--- config.mk ---
export PLATFORM = sky130hd
export DESIGN_NAME = spism_core
export DESIGN_NICKNAME = d
export VERILOG_FILES = /design/src/rtl/spism_pkg.sv /design/src/rtl/spism_core.sv /design/src/rtl/spism_sync.sv
export SDC_FILE = /design/constraint.sdc
export NUM_CORES = 1
export LEC_CHECK = 0
export ABC_CLOCK_PERIOD_IN_PS = 2200
export BUFFER_PORTS_ARGS = -buffer_cell sky130_fd_sc_hd__buf_2
export CAP_MARGIN = 20
export CORE_ASPECT_RATIO = 0.9
export CORE_MARGIN = 3
export CORE_UTILIZATION = 47
export CTS_BUF_LIST = sky130_fd_sc_hd__clkbuf_2 sky130_fd_sc_hd__clkbuf_4 sky130_fd_sc_hd__clkbuf_8
export CTS_CLUSTER_DIAMETER = 80
export DETAILED_ROUTE_END_ITERATION = 6
export GPL_TIMING_DRIVEN = 0
export HOLD_SLACK_MARGIN = 0.02
export PLACE_DENSITY_LB_ADDON = 0.25
export SYNTH_ARGS = -nofsm -noshare
export SYNTH_HDL_FRONTEND = slang
export SYNTH_SLANG_ARGS = --single-unit
--- constraint.sdc ---
create_clock -name i_mclk -period 2.2 [get_ports i_mclk]
set_input_delay 0.33 -clock i_mclk [delete_from_list [all_inputs] [get_ports i_mclk]]
set_output_delay 0.33 -clock i_mclk [all_outputs]
set_load 0.01 [all_outputs]
--- src/rtl/spism_pkg.sv ---
// spism_pkg: shared constants for the spi slave and mode-fault block
// assumes a single peripheral clock; no register bus, all controls are ports
package spism_pkg;
   localparam int unsigned DATA_W    = 8;
   localparam int unsigned BIT_CNT_W = 3;
   localparam logic [7:0]  SHIFT_RST = 8'h00;
   localparam logic [7:0]  BUF_RST   = 8'h00;
   localparam int unsigned SYNC_STAGES = 2;
   // minimum sck phase the master must keep, in peripheral clock cycles
   localparam int unsigned SCK_MIN_PHASE_CYC = 2;
   typedef enum logic [1:0] {SPISM_IDLE, SPISM_SHIFT, SPISM_DONE} spism_state_e;
endpackage : spism_pkg

--- src/rtl/spism_core.sv ---
// spism_core: spi slave data path with normal and buffered modes, plus ss mode fault
// assumes sck/ss/mosi from an external master; controls and flags are plain ports
`timescale 1ns/100ps
module spism_core (
   input  wire logic       i_mclk,
   input  wire logic       i_rst_n,
   input  wire logic       i_sck,
   input  wire logic       i_ss_n,
   input  wire logic       i_mosi,
   output logic            o_miso,
   output logic            o_miso_oe_n,
   input  wire logic       i_enable,
   input  wire logic       i_master_set,
   output logic            o_master_role,
   input  wire logic       i_select_pin_ignore,
   input  wire logic       i_ss_is_output,
   input  wire logic       i_miso_is_output,
   input  wire logic       i_buffered_mode_on,
   input  wire logic       i_wait_receive_select,
   input  wire logic       i_irq_enable,
   input  wire logic       i_data_wr,
   input  wire logic [7:0] i_data_wdata,
   output logic      [7:0] o_rx_data,
   input  wire logic       i_flags_clr,
   output logic            o_done_flag,
   output logic            o_write_clash_flag,
   output logic            o_tx_buffer_empty_flag,
   output logic            o_receive_done_flag,
   output logic            o_transmit_done_flag,
   output logic            o_irq
);
   logic [2:0] pins_s;
   logic       sck_s, ss_n_s, mosi_s, sck_prev_q;
   logic       sck_rise, sck_fall, slave_act;
   logic [7:0] shift_q, txbuf_q;
   logic [2:0] bitcnt_q;
   logic       master_q, busy_q, txbuf_full_q, byte_end;
   logic       done_q, clash_q, dre_q, rxc_q, txc_q, dre_rise_q, rxc_rise_q;
   logic       last_byte_q;
   spism_pkg::spism_state_e state_q;

   // slave mode 0 assumed: sample on rise, shift on fall
   spism_sync #(.WIDTH(3), .RST_VAL(3'b010)) u_sync (
      .i_mclk  (i_mclk),
      .i_rst_n (i_rst_n),
      .i_async ({i_sck, i_ss_n, i_mosi}),
      .o_sync  (pins_s)
   );
   assign sck_s  = pins_s[2];
   assign ss_n_s = pins_s[1];
   assign mosi_s = pins_s[0];

   always_ff @(posedge i_mclk)
   begin
      if (!i_rst_n)
         sck_prev_q <= 1'b0;
      else
         sck_prev_q <= sck_s;
   end
   assign sck_rise  = sck_s & ~sck_prev_q;
   assign sck_fall  = ~sck_s & sck_prev_q;
   assign slave_act = i_enable & ~master_q & ~ss_n_s;
   assign byte_end  = slave_act & sck_fall & (bitcnt_q == 3'h7);

   // master role; set wins only when no fault is pending this cycle
   always_ff @(posedge i_mclk)
   begin
      if (!i_rst_n)
         master_q <= 1'b0;
      else if (i_enable & master_q & ~i_select_pin_ignore & ~i_ss_is_output & ~ss_n_s)
         master_q <= 1'b0;
      else if (i_master_set)
         master_q <= 1'b1;
   end
   assign o_master_role = master_q;

   // shift and bit counter
   always_ff @(posedge i_mclk)
   begin
      if (!i_rst_n)
      begin
         shift_q  <= spism_pkg::SHIFT_RST;
         bitcnt_q <= '0;
         busy_q   <= 1'b0;
         state_q  <= spism_pkg::SPISM_IDLE;
      end
      else if (!slave_act)
      begin
         bitcnt_q <= '0;   // partial byte dropped
         busy_q   <= 1'b0;
         state_q  <= spism_pkg::SPISM_IDLE;
         if (i_data_wr & ~i_buffered_mode_on)
            shift_q <= i_data_wdata;
         else if (i_buffered_mode_on & i_wait_receive_select & txbuf_full_q)
            shift_q <= txbuf_q;
      end
      else
      begin
         unique case (state_q)
            spism_pkg::SPISM_IDLE,
            spism_pkg::SPISM_DONE:
               if (sck_rise)
               begin
                  state_q <= spism_pkg::SPISM_SHIFT;
                  busy_q  <= 1'b1;
                  shift_q <= {shift_q[6:0], mosi_s};
               end
               else if (i_data_wr & ~i_buffered_mode_on & ~busy_q)
                  shift_q <= i_data_wdata;
            spism_pkg::SPISM_SHIFT:
               if (sck_rise)
                  shift_q <= {shift_q[6:0], mosi_s};
               else if (byte_end)
               begin
                  bitcnt_q <= '0;
                  busy_q   <= 1'b0;
                  state_q  <= spism_pkg::SPISM_DONE;
               end
               else if (sck_fall)
                  bitcnt_q <= bitcnt_q + 3'h1;
         endcase
         if (byte_end & i_buffered_mode_on & txbuf_full_q)
            shift_q <= txbuf_q;
      end
   end
   // miso: msb of the shift register, shifted data appears after each fall
   logic miso_q;
   always_ff @(posedge i_mclk)
   begin
      if (!i_rst_n)
         miso_q <= 1'b0;
      else if (!slave_act | sck_fall | (state_q != spism_pkg::SPISM_SHIFT))
         miso_q <= shift_q[7];
   end
   assign o_miso      = miso_q;
   assign o_miso_oe_n = ~(slave_act & i_miso_is_output);

   // received byte captured at end of byte
   always_ff @(posedge i_mclk)
   begin
      if (!i_rst_n)
         o_rx_data <= '0;
      else if (byte_end)
         o_rx_data <= shift_q;
   end

   // transmit buffer
   always_ff @(posedge i_mclk)
   begin
      if (!i_rst_n)
      begin
         txbuf_q      <= spism_pkg::BUF_RST;
         txbuf_full_q <= 1'b0;
      end
      else if (i_buffered_mode_on)
      begin
         if (i_data_wr & ~txbuf_full_q)   // a full buffer ignores the write
         begin
            txbuf_q      <= i_data_wdata;
            txbuf_full_q <= 1'b1;
         end
         else if (byte_end | (~slave_act & i_wait_receive_select))
            txbuf_full_q <= 1'b0;
      end
      else
         txbuf_full_q <= 1'b0;
   end

   // flags; hardware set wins over clear
   always_ff @(posedge i_mclk)
   begin
      if (!i_rst_n)
      begin
         done_q     <= 1'b0;
         clash_q    <= 1'b0;
         dre_q      <= 1'b1;
         rxc_q      <= 1'b0;
         txc_q      <= 1'b0;
         dre_rise_q <= 1'b0;
         rxc_rise_q <= 1'b0;
         last_byte_q <= 1'b0;
      end
      else
      begin
         if ((byte_end & ~i_buffered_mode_on) | (o_master_role & ~master_q_next()))
            done_q <= 1'b1;
         else if (i_flags_clr)
            done_q <= 1'b0;
         if (i_data_wr & ~i_buffered_mode_on & busy_q)
            clash_q <= 1'b1;
         else if (i_flags_clr)
            clash_q <= 1'b0;
         if (i_buffered_mode_on & i_data_wr & ~txbuf_full_q)
            dre_q <= 1'b0;
         else if (i_buffered_mode_on & txbuf_full_q & (byte_end | (~slave_act & i_wait_receive_select)))
            dre_q <= 1'b1;
         dre_rise_q <= i_buffered_mode_on & byte_end;
         if (dre_rise_q)
            rxc_q <= 1'b1;
         else if (i_flags_clr)
            rxc_q <= 1'b0;
         // buffer state taken at the byte end; a refill there means more to send
         last_byte_q <= i_buffered_mode_on & byte_end & ~txbuf_full_q & ~i_data_wr;
         rxc_rise_q  <= dre_rise_q & last_byte_q;
         if (rxc_rise_q)
            txc_q <= 1'b1;
         else if (i_flags_clr)
            txc_q <= 1'b0;
      end
   end
   function automatic logic master_q_next();
      master_q_next = ~(i_enable & ~i_select_pin_ignore & ~i_ss_is_output & ~ss_n_s);
   endfunction : master_q_next

   assign o_done_flag            = done_q;
   assign o_write_clash_flag     = clash_q;
   assign o_tx_buffer_empty_flag = dre_q;
   assign o_receive_done_flag    = rxc_q;
   assign o_transmit_done_flag   = txc_q;
   assign o_irq                  = i_irq_enable & done_q;

   a_fault_clears: assert property (@(posedge i_mclk) disable iff (!i_rst_n)
      (i_enable & master_q & ~i_select_pin_ignore & ~i_ss_is_output & ~ss_n_s) |=> !master_q)
      else $error("master role not cleared by ss low");
   a_fault_done: assert property (@(posedge i_mclk) disable iff (!i_rst_n)
      $fell(master_q) |-> done_q)
      else $error("done flag missing after mode fault");
   a_ignore_pin: assert property (@(posedge i_mclk) disable iff (!i_rst_n)
      (master_q & i_select_pin_ignore & ~i_master_set) |=> master_q)
      else $error("ss affected master with ignore set");
   a_ss_output: assert property (@(posedge i_mclk) disable iff (!i_rst_n)
      (master_q & i_ss_is_output) |=> master_q)
      else $error("ss output level dropped master");
   a_idle_hold: assert property (@(posedge i_mclk) disable iff (!i_rst_n)
      ss_n_s |=> (bitcnt_q == 3'h0) && !busy_q)
      else $error("slave active while deselected");
   a_clash_set: assert property (@(posedge i_mclk) disable iff (!i_rst_n)
      (i_data_wr & ~i_buffered_mode_on & busy_q & ~sck_rise) |=> clash_q && $stable(shift_q))
      else $error("collision not flagged");
   a_full_hold: assert property (@(posedge i_mclk) disable iff (!i_rst_n)
      (i_buffered_mode_on & i_data_wr & txbuf_full_q) |=> $stable(txbuf_q))
      else $error("full buffer overwritten");
   a_rxc_after: assert property (@(posedge i_mclk) disable iff (!i_rst_n)
      dre_rise_q |=> rxc_q)
      else $error("receive flag late");
   a_txc_after: assert property (@(posedge i_mclk) disable iff (!i_rst_n)
      rxc_rise_q |=> txc_q)
      else $error("transmit flag late");
   a_miso_tri: assert property (@(posedge i_mclk) disable iff (!i_rst_n)
      ss_n_s |-> o_miso_oe_n)
      else $error("miso driven while deselected");
endmodule : spism_core

--- src/rtl/spism_sync.sv ---
// spism_sync: two-flop synchroniser for pins entering the peripheral clock
// assumes input is asynchronous to i_mclk
`timescale 1ns/100ps
module spism_sync #(
   parameter int unsigned WIDTH = 1,
   parameter logic [WIDTH-1:0] RST_VAL = '0
) (
   input  wire logic             i_mclk,
   input  wire logic             i_rst_n,
   input  wire logic [WIDTH-1:0] i_async,
   output logic      [WIDTH-1:0] o_sync
);
   logic [WIDTH-1:0] meta_q;
   always_ff @(posedge i_mclk)
   begin
      if (!i_rst_n)
      begin
         meta_q <= RST_VAL;
         o_sync <= RST_VAL;
      end
      else
      begin
         meta_q <= i_async;
         o_sync <= meta_q;
      end
   end
endmodule : spism_sync

# Yosys cells after proc, flatten, opt, wreduce, memory -nomap -nowiden
# Cells that the tools add are included.
# word_totals
output_inout_bits	17
input_bits	23
regBits	48
word_cells	126
# classes
mux	27
addsub	1
n_bitwise	51
reduce_logical	18
eq_ne	9
# ops
cell	count
8-bit two-way mux	7
1-bit AND	33
8-bit case mux with 2 select lines	1
1-bit NOT	14
2-bit nonzero test	7
1-bit two-way mux	12
3-bit AND reduction	3
2-bit two-way mux	3
3-bit two-way mux	2
2-bit inequality test (second input constant)	3
2-bit AND reduction	3
5-bit inequality test (second input constant)	1
4-bit inequality test (second input constant)	1
1-bit bitwise OR	4
2-bit case mux with 2 select lines	1
2-bit OR reduction	2
3-bit by 1-bit adder with 3-bit output (second input constant)	1
3-bit == test (second input constant)	1
3-bit nonzero test	1
2-bit by 1-bit == test with 1-bit output (second input constant)	1
2-bit == test (second input constant)	1
2-bit logical NOT	1
2-bit by 1-bit inequality test with 1-bit output (second input constant)	1
1-bit case mux with 2 select lines	1
1-bit logical NOT	1

# Depth between registers and ports, before layout
# Gate-level depths: netlist of run 1.
# logic_depth
word_depth	9
depth_mapped	7
mapped_depth_nobuf	6

# Cells and area by module
# Synthesis of run 1 repeated with hierarchy kept, for this count alone.
# unflattened
cells_unflattened	228
hier_area_um2	2208.4
# by_module_without_submodules
mod	seq_area_each_um2	cells_per_inst	instances	area_each_um2
spism_core	820.8	216	1	2050.7
spism_sync	120.1	12	1	157.7

# Least setup slack after synthesis of run 1
# OpenSTA, ideal clock, no wires.
# synth_path
path_kind	register -> register
start	reg bitcnt_q[0]
end	reg shift_q[0]
setup_time_ps	88
stages_incl_launch_ff	7
period_less_slack_ps	1587
t_required_ps	2112
setup_slack_ps	613
t_arrival_ps	1498
cell_sequence	dfxtp_1 > ha_1 > ha_1 > nand3b_1 > o21ai_2 > o211ai_4 > o32ai_2
# synth_between
elab_chain_cells	6
word_cells_on_any_way	9
classes_between	eq/ne: 3; mux: 2; bitwise: 3; reduce/logical: 1
# synth_rtl
item	line_no	rtl
start, declared	spism_core.sv:36	logic [2:0] bitcnt_q;
start signal, assigned	spism_core.sv:120	bitcnt_q <= bitcnt_q + 3'h1;
3-bit == test *	spism_core.sv:63	assign byte_end = slave_act & sck_fall & (bitcnt_q == 3'h7);
1-bit AND *	spism_core.sv:63	
1-bit AND * (2 in series)	spism_core.sv:122	if (byte_end & i_buffered_mode_on & txbuf_full_q)
5-bit inequality test (no source line) (tied with other cells)	-	
3-bit AND reduction (no source line) / 8-bit two-way mux (equally long branches)	-	
end signal, assigned	spism_core.sv:109	shift_q <= i_data_wdata;
end signal, assigned	spism_core.sv:112	shift_q <= {shift_q[6:0], mosi_s};
end signal, assigned	spism_core.sv:123	shift_q <= txbuf_q;
end, declared	spism_core.sv:35	logic [7:0] shift_q, txbuf_q;
# Mark *: on every way between the ends. The rest lies on a longest branch, timed or not.
# A chain may end at the register's enable or synchronous reset.

# Worst setup path after layout of run 1
# Ends and elaborated chain as after synthesis.

==> results.py, run 1 <==
metrics = {
    "global_routing": {
        "grt_util_met1_pct": 27.6,
        "grt_pass1_wl_mm": 8.38,
        "grt_util_met3_pct": 4.20,
        "first_global_vias": 1711,
        "grt_use_total_pct": 19.5,
        "gr-total-overflow": 0,
        "met2_usage_pct": 27.7,
        "grt_max_degree": 16,
        "antenna_found_initial": 0,
        "grt.busiest_layer": "met2",
    },
    "timing": {
        "min_period_over_period_pct": 88.8,
        "rsz0062_at_grt": "no",
        "tightest_slew_ps": 690,
        "hold_ws_ps": 205,
        "clock.fmax_ghz": 0.512,
        "hold_viol_final": 0,
        "fin_crit_ps": 1950,
        "slew_headroom_pct": 53.9,
        "finalClockSkew_ps": 11.1,
        "maxSlewViolCount": 0,
        "tns_ps": 0,
        "setup_viol": 0,
    },
    "setup_path": {
        "crit_path_end_kind": "register",
        "reg2reg_from": "bitcnt_q[0]$_SDFFE_PN0P_",
        "start_kind": "register",
        "reg2reg_to": "shift_q[0]$_SDFFE_PN0P_",
        "ff2ff_setup_slack_ps": 250,
        "path_buf_inv": 0,
        "critPathMaxStageDelay_ps": 400,
        "crit_cells": 6,
        "crit_slowest_cell": "o221ai_1",
        "critPathMaxFanout": 8,
        "crit_arrival_ps": 2140,
        "crit_required_ps": 2380,
        "cp_common_cell": "ha_1",
        "crit_family": "simple AND/OR/NAND/NOR gates",
        "reg2regPathDepth": 6,
        "cp_cell_sequence": "ha_1, ha_1, and4bb_1, nand4_1, o221ai_1, o32ai_2",
        "path_class": "reg -> reg",
    },
    "routing": {
        "via_count": 1826,
        "via_per_inst": 5.47,
        "wl_per_cell_um": 15.3,
        "firstDrtPassIters": 5,
        "drtIter0Drc": 132,
        "antenna_left": 0,
        "detail_route.drc_violations": 0,
        "drt-total-wl_mm": 5.10,
    },
    "floorplan": {
        "floorplan.initialDensity_pct": 51.3,
        "dieArea_um2": 5540,
        "rows": 22,
        "coreArea_um2": 4290,
        "io-pin-count": 40,
        "die_w_um": 78.2,
        "die_y_um": 70.9,
    },
    "clock_tree": {
        "cts_resized": 0,
        "cts.clk_slew.worst_paths_ps": 80,
        "htreeDepth": 2,
        "tritoncts": "done",
        "hold_buffers": 0,
        "post-cts-setup-buffer-count": 0,
        "cts_made_buffers": 5,
        "clkSinkCount": 47,
        "clkLatencyLatePin_ps": 310,
        "clk_path_buf_depth": 2,
        "root_buffer": "clkbuf_8",
    },
    "power": {
        "pwr-share-clk_pct": 34.5,
        "comb_power_share_pct": 10.6,
        "p_sw_share_pct": 25.4,
        "p_sw_mw": 0.411,
        "power_density_nw_per_um2": 632,
        "seq_power_share_pct": 55.0,
        "vdd_ir_drop_max_mv": 0.362,
        "p_int_mw": 1.21,
        "power.leakage_nw": 1.02,
    },
    "logic_synthesis": {
        "synth_edf_count": 0,
        "seq_area_frac_synth_pct": 42.7,
        "synth_cell_type_count": 41,
        "yosysWarnings": 0,
        "synthCells": 228,
        "syn_nets": 253,
        "synth-seq-cells": 47,
        "synthFlopType": "dfxtp_1",
        "synth_area_um2": 2200,
        "avgSynthCellArea_um2": 9.66,
        "synth_async_sr_flop_share_pct": 0,
    },
    "final_layout": {
        "n_antenna_cell": 0,
        "final_common_cell": "dfxtp_1",
        "fin_area_um2": 2570,
        "drive_gt1_share_pct": 26.6,
        "syn2layout_area_growth_pct": 16.5,
        "final_util_pct": 59.8,
        "final_nets": 298,
        "final_cell_mix": "dfxtp_1 (47), buf_2 (44), nand2_1 (26), nor2b_1 (18), a21oi_1 (13)",
    },
    "min_path": {
        "hold_end": "u_sync.meta_q[1]$_SDFF_PN1_",
        "holdPathStages": 2,
        "worstHoldStart": "i_ss_n",
        "worstHoldPathType": "in -> reg",
    },
    "place": {
        "dpl.hpwl_mm": 3.55,
        "io_buffer_count": 38,
        "place_area_um2": 2470,
        "finalWeightedCongestion": 0.810,
    },
    "status": {
        "outcome": "finished, final reports clean",
    },
    "flow_run": {
        "cap_violations": 0,
    },
}
## area by class of cell
cell class,instances,area (um2)
fillers,397,1730
multi-input cells,160,1150
flip-flops and latches,47,941
repair buffers,38,190
clock buffers,6,82.6
plain buffers,13,78.8
well taps,60,75.1
inverters,8,30.0
clock inverters,2,16.3
## layer usage
layer / up-vias / wire length [um]
li1: 914 / -
met1: 857 / 2550
met2: 45 / 2220
met3: 10 / 220
met4: 0 / 112
met5: - / 0
## per-stage QoR
stage	power (mW)	setup WS, ps	instances
2_1_floorplan	1.02	613	228
5_1_grt	1.68	84.7	334
3_5_place_dp	1.08	300	326
6_report	1.62	247	334
4_1_cts	1.63	252	334
3_3_place_gp	1.08	301	326
## synth_stat cells (all sizes together), types with 6 or more instances
master  count  share of area (%)
a21boi      9                3.1
a21oi      13                3.0
nand3       6                1.9
nor2b      18                5.1
mux2i       9                4.1
nor2        7                1.2
o32ai       8                5.9
inv         8                1.4
dfxtp      47                 43
or3         9                2.6
and2        7                2.0
buf        10                3.1
nand2      28                5.0
nand2b      6                1.7
a311oi      8                3.2
o221ai      8                3.2
## worst max path at each step
stage	end	start	slack [ps]
final	shift_q[0]$_SDFFE_PN0P_	bitcnt_q[0]$_SDFFE_PN0P_	250
after global routing	shift_q[0]$_SDFFE_PN0P_	bitcnt_q[0]$_SDFFE_PN0P_	80
after CTS	shift_q[0]$_SDFFE_PN0P_	bitcnt_q[0]$_SDFFE_PN0P_	250
after detailed placement	shift_q[4]$_SDFFE_PN0P_	bitcnt_q[0]$_SDFFE_PN0P_	300
after global placement	shift_q[4]$_SDFFE_PN0P_	bitcnt_q[0]$_SDFFE_PN0P_	300
after floorplan	shift_q[0]$_SDFFE_PN0P_	bitcnt_q[0]$_SDFFE_PN0P_	610
## registers in the layout, summed over array words and instances, names as in the netlist, 2 cells and up
signal and flops:
txbuf_q 8, u_sync.meta_q 3, bitcnt_q 3, state_q 2, o_rx_data 8, u_sync.o_sync 3, shift_q 8
## power by group through the flow
stage / Sequential, mW / Clock [mW] / Combinational (mW)
floorplan: 0.908 / 0 / 0.114
CTS: 0.892 / 0.570 / 0.172
detailed placement: 0.912 / 0 / 0.171
global placement: 0.911 / 0 / 0.168
global route: 0.896 / 0.602 / 0.187
finish: 0.892 / 0.559 / 0.171
## kinds of logic after synthesis
kind of cell / count (synthesis) / synth area share (%)
compound gates: 56 / 23.0
fa+ha+maj: 2 / 1.14
buf+inv: 21 / 4.94
flops: 47 / 42.7
mux: 9 / 4.09
simple gates: 93 / 24.1
Note: power is estimated with default switching activity, not from simulation.
==> run 2, diff against run 1 <==
--- a/config.mk
+++ b/config.mk
@@ -14,7 +14,6 @@
 export CTS_BUF_LIST = sky130_fd_sc_hd__clkbuf_2 sky130_fd_sc_hd__clkbuf_4 sky130_fd_sc_hd__clkbuf_8
 export CTS_CLUSTER_DIAMETER = 80
 export DETAILED_ROUTE_END_ITERATION = 6
-export GPL_TIMING_DRIVEN = 0
 export HOLD_SLACK_MARGIN = 0.02
 export PLACE_DENSITY_LB_ADDON = 0.25
 export SYNTH_ARGS = -nofsm -noshare
==> run 2 against run 1 <==
Effect of this change: sequential power barely moved; power fell by 3.0%; highest routed layer unchanged; core utilization fell by 0.32 points; sequential share of layout area rose by 0.20 points; via count fell by 2.2%; wire length fell by 3.7%; setup slack improved by 83 ps; clock power fell by 8.2%; count of clock-buffer cells in the layout fell by 1; fmax rose by 4.4%; clock skew fell by 3.9 ps; sequential cell count did not move.
==> results.py, run 2 (same netlist as run 1, synthesis figures left out) <==
metrics = {
    "power": {
        "pwr-share-clk_pct": 32.6,
        "seq_power_share_pct": 56.7,
        "p_sw_mw": 0.402,
        "vdd_ir_drop_max_mv": 0.335,
        "comb_power_share_pct": 10.7,
        "p_sw_share_pct": 25.5,
        "power_density_nw_per_um2": 616,
        "p_int_mw": 1.17,
        "power.leakage_nw": 1.03,
    },
    "clock_tree": {
        "cts_made_buffers": 5,
        "hold_buffers": 0,
        "cts_resized": 0,
        "htreeDepth": 2,
        "post-cts-setup-buffer-count": 0,
        "clkLatencyLatePin_ps": 310,
        "clkSinkCount": 47,
        "cts.clk_slew.worst_paths_ps": 80,
        "tritoncts": "done",
        "root_buffer": "clkbuf_8",
        "clk_path_buf_depth": 2,
    },
    "final_layout": {
        "syn2layout_area_growth_pct": 15.9,
        "final_common_cell": "dfxtp_1",
        "final_cell_mix": "dfxtp_1 (47), buf_2 (39), nand2_1 (26), nor2b_1 (18), a21oi_1 (13)",
        "final_cell_count_no_fill": 332,
        "final_util_pct": 59.4,
        "drive_gt1_share_pct": 27.2,
        "n_antenna_cell": 0,
        "reg.largest.list": "o_rx_data x8, shift_q x8, txbuf_q x8",
        "final_nets": 296,
    },
    "place": {
        "finalWeightedCongestion": 0.885,
        "dp.cells": 324,
        "dpl.hpwl_mm": 3.50,
        "io_buffer_count": 39,
    },
    "setup_path": {
        "critPathMaxStageDelay_ps": 380,
        "cp_common_cell": "ha_1",
        "crit_family": "simple AND/OR/NAND/NOR gates",
        "crit_slowest_cell": "o221ai_1",
        "crit_required_ps": 2380,
        "path_class": "reg -> reg",
        "critPathMaxFanout": 8,
        "crit_arrival_ps": 2050,
        "start_kind": "register",
        "path_buf_inv": 0,
        "cp_cell_sequence": "ha_1, ha_1, and4bb_1, nand4_1, o221ai_1, o32ai_2",
        "crit_path_end_kind": "register",
    },
    "flow_run": {
        "cap_violations": 0,
    },
    "timing": {
        "clock.fmax_ghz": 0.535,
        "finalClockSkew_ps": 7.25,
        "fin_crit_ps": 1870,
        "tightest_slew_ps": 681,
        "slew_headroom_pct": 54.4,
        "rsz0062_at_grt": "no",
        "maxSlewViolCount": 0,
        "hold_viol_final": 0,
        "setup_viol": 0,
        "tns_ps": 0,
        "min_period_over_period_pct": 85.0,
    },
    "min_path": {
        "worstHoldPathType": "in -> reg",
    },
    "routing": {
        "drtIter0Drc": 139,
        "detail_route.drc_violations": 0,
        "via_count": 1786,
        "via_per_inst": 5.38,
        "firstDrtPassIters": 4,
        "wl_per_cell_um": 14.8,
        "antenna_left": 0,
        "drt-total-wl_mm": 4.91,
    },
    "floorplan": {
        "rows": 22,
        "die_y_um": 70.9,
        "coreArea_um2": 4290,
        "floorplan.initialDensity_pct": 51.3,
        "die_w_um": 78.2,
        "io-pin-count": 40,
        "dieArea_um2": 5540,
    },
    "global_routing": {
        "grt_use_total_pct": 18.6,
        "gr-total-overflow": 0,
        "first_global_vias": 1626,
        "met2_usage_pct": 28.3,
        "grt_pass1_wl_mm": 8.19,
        "antenna_found_initial": 0,
        "grt_max_degree": 21,
        "grt.busiest_layer": "met2",
        "grt_util_met3_pct": 4.07,
        "grt_util_met1_pct": 26.1,
    },
    "status": {
        "outcome": "finished, final reports clean",
    },
}
-- run 2: final timing paths --
path	start	end	slack, ps	cells after the start
hold / removal	i_ss_n	u_sync.meta_q[1]$_SDFF_PN1_	200	2
setup reg to reg	bitcnt_q[0]$_SDFFE_PN0P_	shift_q[1]$_SDFFE_PN0P_	330	6
setup / recovery	bitcnt_q[0]$_SDFFE_PN0P_	shift_q[1]$_SDFFE_PN0P_	330	6
hold reg to reg	u_sync.meta_q[1]$_SDFF_PN1_	u_sync.o_sync[1]$_SDFF_PN1_	420	1
-- run 2: worst reg2reg max path, stage by stage (launching register included) --
cell	delay, ps
dfxtp_1	350
ha_1	160
ha_1	190
and4bb_1	200
nand4_1	370
o221ai_1	380
o32ai_2	100
-- run 2: layout make-up --
class	instances	area, um2
Sequential cell	47	941
Multi-Input combinational cell	160	1150
Clock buffer	5	68.8
Fill cell	406	1740
Clock inverter	3	15.0
Tap cell	60	75.1
Timing Repair Buffer	49	270
Inverter	8	30.0
-- run 2: metrics by stage --
| stage | hold WS, ps | total power [mW] | area, um2 | setup slack [ps] |
|---|---|---|---|---|
| 2_1_floorplan | 386 | 1.02 | 2200 | 613 |
| 3_3_place_gp | 406 | 1.08 | 2470 | 365 |
| 3_5_place_dp | 402 | 1.08 | 2470 | 329 |
| 4_1_cts | 200 | 1.58 | 2550 | 305 |
| 5_1_grt | 202 | 1.64 | 2550 | 182 |
| 6_report | 202 | 1.57 | 2550 | 330 |
-- run 2: power by group through the flow --
| stage | Combinational (mW) | Clock, mW | Sequential (mW) |
|---|---|---|---|
| floorplan | 0.114 | 0 | 0.908 |
| global placement | 0.166 | 0 | 0.912 |
| detailed placement | 0.168 | 0 | 0.912 |
| CTS | 0.169 | 0.516 | 0.892 |
| global route | 0.184 | 0.557 | 0.896 |
| finish | 0.168 | 0.513 | 0.892 |
-- run 2: per-layer routing --
layer	up-vias	share of wire [%]	wire [um]
met3	7	5.4	264
met2	45	46	2250
li1	909	-	-
met4	0	1.5	72
met5	-	0	0
met1	825	47	2320
